==> config.mk <==
export PLATFORM = sky130hd
export DESIGN_NAME = psbrc_cfg
export DESIGN_NICKNAME = d
export VERILOG_FILES = /design/src/design/psbrc_pkg.sv /design/src/design/psbrc_cfg.sv /design/src/design/psbrc_sync.sv
export SDC_FILE = /design/constraint.sdc
export NUM_CORES = 1
export LEC_CHECK = 0
export BUFFER_PORTS_ARGS = -buffer_cell sky130_fd_sc_hd__buf_4
export CAP_MARGIN = 15
export CORE_MARGIN = 4
export CORE_UTILIZATION = 57
export CTS_BUF_LIST = sky130_fd_sc_hd__clkbuf_16
export DETAILED_ROUTE_END_ITERATION = 10
export PLACE_DENSITY = 0.9
export SLEW_MARGIN = 10
export SYNTH_ARGS = -nofsm -noshare
export SYNTH_HDL_FRONTEND = slang
export SYNTH_SLANG_ARGS = --single-unit
==> constraint.sdc <==
create_clock -name clk -period 3.8 [get_ports clk]
set_input_delay 0.76 -clock clk [delete_from_list [all_inputs] [get_ports clk]]
set_output_delay 0.76 -clock clk [all_outputs]
set_load 0.02 [all_outputs]
==> src/design/psbrc_pkg.sv <==
package psbrc_pkg;

	// Pin group sampled from the controller side
	typedef struct packed {
		logic cr;
		logic latch_n;
		logic chip_en_n;
		logic [4:0] addr_hi;
		logic [15:0] adq;
	} psbrc_pins_t;

	localparam int PINS_W = 24;
	// Idle pin levels: select low, latch and chip enable high
	localparam logic [PINS_W-1:0] PINS_IDLE = 24'h600000;

	// Register select: upper address bit 19 (index 3 of addr_hi)
	localparam int SEL_POS = 3;
	localparam logic SEL_REFRESH = 1'b0;
	localparam logic SEL_BUS = 1'b1;

	// Bus setup register fields
	localparam int SYNC_POS = 15;
	localparam int LKIND_POS = 14;
	localparam int LCODE_LSB = 11;
	localparam int WRAP_POS = 3;
	localparam int BLEN_LSB = 0;
	localparam logic [15:0] BUS_RSVD_MASK = 16'h02d0;
	localparam logic [15:0] BUS_RESET = 16'h9d0f;

	// Refresh setup register fields
	localparam int DSLEEP_POS = 4;
	localparam int AREA_LSB = 0;
	localparam logic [15:0] REFR_KEEP_MASK = 16'h0017;
	localparam logic [15:0] REFR_RESET = 16'h0010;

	// Burst length codes
	localparam logic [2:0] BL_4 = 3'h1;
	localparam logic [2:0] BL_8 = 3'h2;
	localparam logic [2:0] BL_16 = 3'h3;
	localparam logic [2:0] BL_CONT = 3'h7;

	// Latency codes and resulting clocks
	localparam logic [2:0] LC_2 = 3'h2;
	localparam logic [2:0] LC_3 = 3'h3;
	localparam logic [2:0] VAR2_NORM = 3'h2;
	localparam logic [2:0] VAR2_COLL = 3'h4;
	localparam logic [2:0] VAR3_NORM = 3'h3;
	localparam logic [2:0] VAR3_COLL = 3'h6;
	localparam logic [2:0] FIX2 = 3'h2;
	localparam logic [2:0] FIX3 = 3'h3;
	localparam logic [7:0] VAR2_MHZ = 8'h35;
	localparam logic [7:0] VAR3_MHZ = 8'h53;
	localparam logic [7:0] FIX2_MHZ = 8'h21;
	localparam logic [7:0] FIX3_MHZ = 8'h34;

	// Refresh area codes and word ranges
	localparam int AW = 21;
	localparam logic [2:0] AREA_NONE = 3'h4;
	localparam logic [AW-1:0] ADDR_TOP = 21'h1fffff;
	localparam logic [AW-1:0] HALF_END = 21'h0fffff;
	localparam logic [AW-1:0] QUART_END = 21'h07ffff;
	localparam logic [AW-1:0] EIGHTH_END = 21'h03ffff;
	localparam logic [AW-1:0] HALF_BASE = 21'h100000;
	localparam logic [AW-1:0] QUART_BASE = 21'h180000;
	localparam logic [AW-1:0] EIGHTH_BASE = 21'h1c0000;

	// Deep sleep exit: chip enable held low this long
	localparam int CLK_PERIOD_PS = 5000;
	localparam int WAKE_TIME_US = 10;
	localparam int WAKE_CYCLES = (WAKE_TIME_US * 1000000 + CLK_PERIOD_PS - 1) / CLK_PERIOD_PS;
	localparam int WAKE_CW = 12;
	localparam logic [WAKE_CW-1:0] WAKE_LAST = WAKE_CW'(WAKE_CYCLES - 1);

	// Deep sleep states
	typedef enum logic [2:0] {
		DS_AWAKE = 3'b001,
		DS_ASLEEP = 3'b010,
		DS_WAKING = 3'b100
	} psbrc_ds_t;

endpackage : psbrc_pkg

==> src/design/psbrc_cfg.sv <==
`timescale 1ns/100ps
// How it works
// - A bus setup write holding any reserved value loads the reset defaults instead.
// - Burst length field: 001 four, 010 eight, 011 sixteen, 111 continuous (default).
// - Wrap bit 0 wraps inside the aligned burst block; 1 counts on linearly.
// - Variable latency: code 010 gives 2 or 4, code 011 gives 3 or 6.
// - Fixed latency: code 010 gives 2 up to 33 MHz, 011 gives 3 up to 52.
// - Deep sleep bit at 0 enables deep sleep and stops all refresh until set.
// - Enabled deep sleep entered when chip enable rises to high, left after 10 us low.
// - After reset the deep sleep bit reads 1, deep sleep disabled.
// - Area field picks full, bottom half/quarter/eighth, none, top half/quarter/eighth.
// - Refreshed ranges align to the array ends, bottom ones start at word zero.
// - Bus bit 14 picks latency kind: 0 variable, 1 fixed from the code.
// - Bus bit 15 picks mode: 1 asynchronous (default), 0 synchronous.
module psbrc_cfg (
	input wire logic clk,
	input wire logic arst_n,
	input wire logic clk_en,
	input wire psbrc_pkg::psbrc_pins_t pins,
	input wire logic burst_start,
	input wire logic [psbrc_pkg::AW-1:0] burst_start_addr,
	input wire logic burst_step,
	input wire logic refresh_collision,
	input wire logic [psbrc_pkg::AW-1:0] probe_addr,
	output logic [15:0] bus_setup_reg,
	output logic [15:0] refresh_setup_reg,
	output logic sync_mode_reg,
	output logic [2:0] latency_clocks_reg,
	output logic [7:0] max_clk_mhz_reg,
	output logic [psbrc_pkg::AW-1:0] burst_addr_reg,
	output logic deep_sleep_mode_reg,
	output logic refresh_active_reg,
	output logic [psbrc_pkg::AW-1:0] refresh_lo_reg,
	output logic [psbrc_pkg::AW-1:0] refresh_hi_reg,
	output logic probe_retained_reg
);
	import psbrc_pkg::*;

	// Wrap or linear step of a burst address
	function automatic logic [AW-1:0] burst_next(input logic [AW-1:0] a, input logic [2:0] bl, input logic wrap_n);
		logic [AW-1:0] mask;
		mask = '0;
		if (bl == BL_4) begin
			mask = AW'(3);
		end else if (bl == BL_8) begin
			mask = AW'(7);
		end else if (bl == BL_16) begin
			mask = AW'(15);
		end
		if (wrap_n || mask == '0) begin
			burst_next = a + AW'(1);
		end else begin
			burst_next = (a & ~mask) | ((a + AW'(1)) & mask);
		end
	endfunction : burst_next

	// Lower end of the refreshed word range
	function automatic logic [AW-1:0] area_lo(input logic [2:0] code);
		case (code)
			3'h5: area_lo = HALF_BASE;
			3'h6: area_lo = QUART_BASE;
			3'h7: area_lo = EIGHTH_BASE;
			default: area_lo = '0;
		endcase
	endfunction : area_lo

	// Upper end of the refreshed word range
	function automatic logic [AW-1:0] area_hi(input logic [2:0] code);
		case (code)
			3'h1: area_hi = HALF_END;
			3'h2: area_hi = QUART_END;
			3'h3: area_hi = EIGHTH_END;
			3'h4: area_hi = '0;
			default: area_hi = ADDR_TOP;
		endcase
	endfunction : area_hi

	psbrc_pins_t pins_s;
	logic latch_n_d_reg;
	psbrc_ds_t ds_state_reg;
	psbrc_ds_t ds_state_next;
	logic [WAKE_CW-1:0] wake_cnt_reg;
	logic chip_en_n_d_reg;

	// Pins cross into the clock domain
	psbrc_sync #(.W(PINS_W), .RST_VAL(PINS_IDLE)) u_pin_sync (
		.clk(clk),
		.arst_n(arst_n),
		.clk_en(clk_en),
		.async_in(pins),
		.sync_out(pins_s)
	);

	// Register write decode on latch rising edge with select high
	wire latch_rise = pins_s.latch_n && !latch_n_d_reg;
	wire cfg_write = latch_rise && pins_s.cr;
	wire wr_bus = cfg_write && (pins_s.addr_hi[SEL_POS] == SEL_BUS);
	wire wr_refresh = cfg_write && (pins_s.addr_hi[SEL_POS] == SEL_REFRESH);
	wire [2:0] wr_blen = pins_s.adq[BLEN_LSB +: 3];
	wire [2:0] wr_lcode = pins_s.adq[LCODE_LSB +: 3];
	wire blen_ok = (wr_blen == BL_4) || (wr_blen == BL_8) || (wr_blen == BL_16) || (wr_blen == BL_CONT);
	wire lcode_ok = (wr_lcode == LC_2) || (wr_lcode == LC_3);
	wire bus_ok = blen_ok && lcode_ok && ((pins_s.adq & BUS_RSVD_MASK) == 16'h0000);
	wire [15:0] bus_wr_val = bus_ok ? pins_s.adq : BUS_RESET;
	wire [15:0] refr_wr_val = pins_s.adq & REFR_KEEP_MASK;

	// Decoded fields of the stored registers
	wire [2:0] cur_blen = bus_setup_reg[BLEN_LSB +: 3];
	wire cur_wrap_n = bus_setup_reg[WRAP_POS];
	wire [2:0] cur_lcode = bus_setup_reg[LCODE_LSB +: 3];
	wire cur_fixed = bus_setup_reg[LKIND_POS];
	wire [2:0] cur_area = refresh_setup_reg[AREA_LSB +: 3];
	wire dsleep_en = !refresh_setup_reg[DSLEEP_POS];

	// Latency selection by kind, code and refresh collision
	wire code3 = (cur_lcode == LC_3);
	wire [2:0] var_lat = code3 ? (refresh_collision ? VAR3_COLL : VAR3_NORM)
		: (refresh_collision ? VAR2_COLL : VAR2_NORM);
	wire [2:0] fix_lat = code3 ? FIX3 : FIX2;
	wire [2:0] lat_next = cur_fixed ? fix_lat : var_lat;
	wire [7:0] mhz_next = cur_fixed ? (code3 ? FIX3_MHZ : FIX2_MHZ) : (code3 ? VAR3_MHZ : VAR2_MHZ);

	// Refresh range and retention of the probed word
	wire [AW-1:0] lo_next = area_lo(cur_area);
	wire [AW-1:0] hi_next = area_hi(cur_area);
	wire refresh_next = (ds_state_next == DS_AWAKE) && !dsleep_en && (cur_area != AREA_NONE);
	wire retained_next = (ds_state_next == DS_AWAKE) && !dsleep_en && (cur_area != AREA_NONE)
		&& (probe_addr >= lo_next) && (probe_addr <= hi_next);
	wire wake_done = (wake_cnt_reg == WAKE_LAST);

	// Deep sleep entry and exit sequencing
	always_comb begin
		ds_state_next = ds_state_reg;
		case (ds_state_reg)
			DS_AWAKE: begin
				if (dsleep_en && pins_s.chip_en_n && !chip_en_n_d_reg) begin
					ds_state_next = DS_ASLEEP;
				end
			end
			DS_ASLEEP: begin
				if (!pins_s.chip_en_n) begin
					ds_state_next = DS_WAKING;
				end
			end
			DS_WAKING: begin
				if (pins_s.chip_en_n) begin
					ds_state_next = DS_ASLEEP;
				end else if (wake_done) begin
					ds_state_next = DS_AWAKE;
				end
			end
			default: ds_state_next = DS_AWAKE;
		endcase
	end

	// Configuration registers
	always_ff @(posedge clk or negedge arst_n) begin
		if (!arst_n) begin
			bus_setup_reg <= BUS_RESET;
			refresh_setup_reg <= REFR_RESET;
		end else if (clk_en) begin
			if (wr_bus) begin
				bus_setup_reg <= bus_wr_val;
			end
			if (wr_refresh) begin
				refresh_setup_reg <= refr_wr_val;
			end
		end
	end

	// Deep sleep state and wake counter
	always_ff @(posedge clk or negedge arst_n) begin
		if (!arst_n) begin
			ds_state_reg <= DS_AWAKE;
			wake_cnt_reg <= '0;
			latch_n_d_reg <= 1'b1;
			chip_en_n_d_reg <= 1'b1;
		end else if (clk_en) begin
			ds_state_reg <= ds_state_next;
			wake_cnt_reg <= (ds_state_reg == DS_WAKING) ? wake_cnt_reg + WAKE_CW'(1) : '0;
			latch_n_d_reg <= pins_s.latch_n;
			chip_en_n_d_reg <= pins_s.chip_en_n;
		end
	end

	// Burst address sequencing
	always_ff @(posedge clk or negedge arst_n) begin
		if (!arst_n) begin
			burst_addr_reg <= '0;
		end else if (clk_en) begin
			if (burst_start) begin
				burst_addr_reg <= burst_start_addr;
			end else if (burst_step) begin
				burst_addr_reg <= burst_next(burst_addr_reg, cur_blen, cur_wrap_n);
			end
		end
	end

	// Registered status outputs
	always_ff @(posedge clk or negedge arst_n) begin
		if (!arst_n) begin
			sync_mode_reg <= 1'b0;
			latency_clocks_reg <= VAR3_NORM;
			max_clk_mhz_reg <= VAR3_MHZ;
			deep_sleep_mode_reg <= 1'b0;
			refresh_active_reg <= 1'b1;
			refresh_lo_reg <= '0;
			refresh_hi_reg <= ADDR_TOP;
			probe_retained_reg <= 1'b1;
		end else if (clk_en) begin
			sync_mode_reg <= !bus_setup_reg[SYNC_POS];
			latency_clocks_reg <= lat_next;
			max_clk_mhz_reg <= mhz_next;
			deep_sleep_mode_reg <= (ds_state_next != DS_AWAKE);
			refresh_active_reg <= refresh_next;
			refresh_lo_reg <= lo_next;
			refresh_hi_reg <= hi_next;
			probe_retained_reg <= retained_next;
		end
	end

endmodule : psbrc_cfg

==> src/design/psbrc_sync.sv <==
`timescale 1ns/100ps
module psbrc_sync #(
	parameter int W = 1,
	parameter logic [W-1:0] RST_VAL = '0
) (
	input wire logic clk,
	input wire logic arst_n,
	input wire logic clk_en,
	input wire logic [W-1:0] async_in,
	output logic [W-1:0] sync_out
);

	logic [W-1:0] meta_reg;

	// Two-stage synchroniser, first stage read only by the second
	// Resets to the idle pin levels so no false edge follows reset
	always_ff @(posedge clk or negedge arst_n) begin
		if (!arst_n) begin
			meta_reg <= RST_VAL;
			sync_out <= RST_VAL;
		end else if (clk_en) begin
			meta_reg <= async_in;
			sync_out <= meta_reg;
		end
	end

endmodule : psbrc_sync

Yosys cells after proc, flatten, opt, wreduce, memory -nomap -nowiden:

Index checks and enable logic that the tools add are counted.

* add/subtract/negate cells: 2
* bitwise operators: 5
* $lt $le $gt $ge: 2
* multiplexer cells: 26
* equality and inequality tests: 24
* reductions and logical operators: 27

Operators by type and width (count)
* 21-bit two-way mux: 6
* 21-bit one-hot mux with 4 select lines: 1
* 21-bit one-hot mux with 3 select lines: 1
* 21-bit bitwise AND: 2
* 3-bit by 2-bit equality test with 1-bit output, second input constant: 10
* 3-bit two-way mux: 8
* 21-bit by 1-bit adder with 21-bit output, second input constant: 1
* 21-bit >= comparator: 1
* 21-bit less-or-equal comparator: 1
* 21-bit zero test: 1
* 21-bit NOT: 1
* 21-bit OR: 1
* 3-bit equality test, second input constant: 6
* 16-bit zero test: 1
* 16-bit two-way mux: 1
* 3-bit by 1-bit equality test with 1-bit output, second input constant: 5
* 7-bit two-way mux: 2
* 12-bit by 1-bit adder with 12-bit output, second input constant: 1
* 12-bit by 11-bit equality test with 1-bit output, second input constant: 1
* 1-bit logical AND: 12
* 12-bit two-way mux: 1
* 4-bit two-way mux: 3
* 3-bit one-hot mux with 3 select lines: 1
* 2-bit AND reduction: 3
* 8 further kinds: 15

* output and inout bits: 110
* logic and storage cells: 103
* flip-flop bits (word level): 163

Logic depth before layout (Yosys ltp):

* depth after elaboration: 13
* gate-level depth with buffers: 10
* gate-level depth less buffers: 10

Modules after synthesis:

A second synthesis with hierarchy kept.

* cells, all modules: 603
* area total of the unflattened synthesis: 6588.8 sq um

By module, submodules not included
* psbrc_cfg: cells each 502, area an instance 4723.3 sq um, seq. area each 1956.9 sq um, instances 1
* psbrc_sync: cells each 101, area an instance 1865.5 sq um, seq. area each 1206.2 sq um, instances 1

Worst setup path before layout:

OpenSTA, ideal clock, no wires.

* kind: reg-to-reg
* start point: reg refresh_setup_reg[1]
* end point: reg probe_retained_reg
* data required time: 3.709 ns
* stages on the path, launching flop included: 11
* path slack: 1.144 ns
* period minus slack after synthesis: 2.656 ns
* data arrival time: 2.566 ns
* buffers on the path: 0
* cells stage by stage: dfrtp_1 -> nor2_1 -> nand2_1 -> inv_1 -> or2_2 -> ha_1 -> nand3_1 -> or4_1 -> nor4_1 -> a41oi_1 -> o31ai_1

RTL lines
* start, declared: line psbrc_cfg.sv:26 `output logic [15:0] refresh_setup_reg,`
* start signal, assigned: line psbrc_cfg.sv:166 `refresh_setup_reg <= refr_wr_val;`
* 3-bit equality test, or another cell as far along: line psbrc_cfg.sv:69 `case (code)`
* 21-bit one-hot mux with 4 select lines *: line psbrc_cfg.sv:69
* net hi_next[0]: line psbrc_cfg.sv:125 `wire [AW-1:0] hi_next = area_hi(cur_area);`
* 21-bit less-or-equal comparator *: line psbrc_cfg.sv:128 `&& (probe_addr >= lo_next) && (probe_addr <= hi_next);`
* 1-bit logical AND *: line psbrc_cfg.sv:128
* end signal, assigned: line psbrc_cfg.sv:218 `probe_retained_reg <= retained_next;`
* end, declared: line psbrc_cfg.sv:35 `output logic probe_retained_reg`

Mark *: on every way through the listed nets, which the timed path passes. The rest lies on a longest branch.
A chain may end at the register's enable or synchronous reset.

Worst setup path in the final report:

Same ends and word-level chain as after synthesis.

==> flow_metrics.tcl <==
set metrics [dict create \
    cp.required_ns 4.12 \
    die_h_um 113 \
    cts_resized 0 \
    yosys_warnings 0 \
    yosys.area_share.simple 0.151 \
    ios 182 \
    cts_tree "done" \
    power_density_nw_per_um2 669 \
    synth_top_family_by_area "simple AND/OR/NAND/NOR gates" \
    drive_above_1_share 0.364 \
    clkSlewWorstSetupHoldPaths_ns 0.05 \
    rows 38 \
    fin_tns_setup_ns 0 \
    h-tree-depth 4 \
    rsz0062_at_grt "false" \
    cp-end-kind "register" \
    gp_congestion 0.880 \
    port-buffer-count 145 \
    antenna_found_initial 0 \
    clockRootBuffer "clkbuf_16" \
    worstHoldPathType "in2async" \
    grt_pass1_wl_um 24800 \
    hold_viol 0 \
    cts_hold_repair.buffers 0 \
    p_leak_uw 0.00366 \
    relSlewSlack 0.398 \
    synth.distinct_cells 66 \
    dr.pass1.iters 5 \
    setup_ws_ns 0.781 \
    worst-slew-pin-transition_ns 0.894 \
    cts_made_buffers 17 \
    dp_worst_setup_slack_ns 0.890 \
    vias 5104 \
    synth-seq-cells 117 \
    synthMuxAreaShare 0.0853 \
    finalMaxSlewViolations 0 \
    grt_usage 0.239 \
    synth_top_area_frac 0.353 \
    worstSetupStartpointType "register" \
    postSynth.asyncResetShare 1.00 \
    synth_cells 601 \
    dieWidth_um 113 \
    drtIter0Drc 407 \
    vias_per_cell 5.77 \
    arrival_ns 3.33 \
    dieArea_um2 12800 \
    final_util 0.722 \
    drc 0 \
    syn-cell-area_um2 6310 \
    setup_violations 0 \
    grt_pass1_vias 5120 \
    yosys.area.top_type "dfrtp_1" \
    grt_max_degree 118 \
    worstSetupPathType "reg2reg" \
    synth_common_cells "dfrtp_1, nand2_1, buf_4, o21ai_0, mux2_2" \
    area_delta_synth_final_pct 24.2 \
    ys.flop_type "dfrtp_1" \
    nets 833 \
    postCtsSetupBuffers 0 \
    ctsLongestPathBuffers 2 \
    yosys-top-cells-area "dfrtp_1, dfstp_2, mux2_2" \
    peakVddDrop_uv 521 \
    antenna_cells 0 \
    core-area_um2 10800 \
    clk_latency_ns 0.41 \
    start_util 0.582 \
    finalPower_uw 5240 \
    finalCriticalPeriod_ns 3.02 \
    drv_cap 0 \
    hpwlAfterDp_um 10300 \
    routed_wl_um 15400 \
    finalCritPeriodShare 0.794 \
    synth.most_common_cell "dfrtp_1" \
    postRouteAntennaNets 0 \
    cp_max_fo 19 \
    synth-seq-area-share 0.470 \
    r2r_start "refresh_setup_reg[1]" \
    crit_path_max_incr_delay_ns 0.55 \
    max_freq_ghz 0.331 \
    overflow 0 \
    wire_per_inst_um 17.4 \
    synth_compound_area_frac 0.137 \
    cts_sinks 117 \
    path_cells "nor2_1 -> nand2_1 -> inv_1 -> or2_2 -> ha_1 -> nand3_1 -> or4_1 -> nor4_1 -> a41oi_1 -> o31ai_1" \
    finClkSkew_ns 0.00821 \
    synth_xor_area_frac 0.0125 \
    synthAdderAreaFrac 0.0611 \
    cp_slowest_cell "or4_1" \
    synth_area_per_cell_um2 10.5 \
    setup.worst_path.start "refresh_setup_reg[1]" \
    synth_edf_count 0 \
    status "finished, final reports clean" \
    nFillCells 699 \
]
critical path, delay by kind of cell, from the launching register on:
family          cells  cell delay [ns]
buf+inv             1             0.32
fa+ha+maj           1             0.32
compound gates      2             0.26
simple gates        6             1.58
flops               1             0.44
layout make-up:
class,count,area (um2),share of cell area
clock inverter,15,131,0.0168
timing repair buffer,148,1120,0.143
clock buffer,17,425,0.0543
inverter,19,71.3,0.00911
sequential,117,2960,0.378
tap,140,175,0.0224
multi-input combinational,428,2940,0.376
stage by stage:
step                      instances  hold WS, ns  cell area, um2
after global routing            884        0.466            7830
final                           884        0.417            7830
after global placement          852        0.464            7270
after detailed placement        852        0.475            7270
after CTS                       884        0.466            7830
after floorplan                 632        0.449            6420
metal layers:
metal / vias up / track usage / routed length [um]
met5: - / 0 / 0
met2: 216 / 0.408 / 7900
met4: 0 / 0.0938 / 368
met3: 44 / 0.0781 / 1340
li1: 2357 / - / -
met1: 2487 / 0.281 / 5800
logic make-up (layout without fill, tap and decap cells):
family          Yosys count  count (layout)
simple gates            175             175
compound gates          133             133
flops                   117             117
buf+inv                  87             199
mux                      48              48
fa+ha+maj                31              31
xor+xnor                  9               9
other cells               1              32
power by group:
group | internal [uW] | leakage [uW] | switching (uW)
Sequential | 1610 | 0.00141 | 321
Clock | 900 | 0.000264 | 588
Combinational | 789 | 0.00199 | 1030
Total | 3300 | 0.00366 | 1940
path summary, 6_finish.rpt:
check | endpoint | slack (ns) | cells after the start
setup / recovery | probe_retained_reg | 0.78 | 10
hold / removal | burst_addr_reg[12] | 0.42 | 2
setup reg to reg | probe_retained_reg | 0.78 | 10
hold reg to reg | bus_setup_reg[15] | 0.49 | 1
max in group asynchronous | u_pin_sync.sync_out[19] | 2.91 | 2
min in group clk | bus_setup_reg[15] | 0.49 | 1
layout by cell type, fill, tap and decap left out, types with 5 or more instances in the layout:
| cell | n |
|---|---|
| buf_4 | 147 |
| dfrtp_1 | 89 |
| nand2_1 | 54 |
| o21ai_0 | 50 |
| mux2_2 | 46 |
| nor2_1 | 38 |
| conb_1 | 32 |
| ha_1 | 30 |
| dfstp_2 | 28 |
| a21oi_1 | 21 |
| inv_1 | 18 |
| clkbuf_16 | 17 |
| nand3_1 | 13 |
| and3_1 | 10 |
| and2_1 | 9 |
| o22a_1 | 8 |
| a21o_1 | 7 |
| nand4_1 | 7 |
| a32oi_1 | 7 |
| nor2b_1 | 6 |
| xor2_1 | 6 |
| nor3_1 | 5 |
| nor4_1 | 5 |
(Power assumes the default switching activity.)
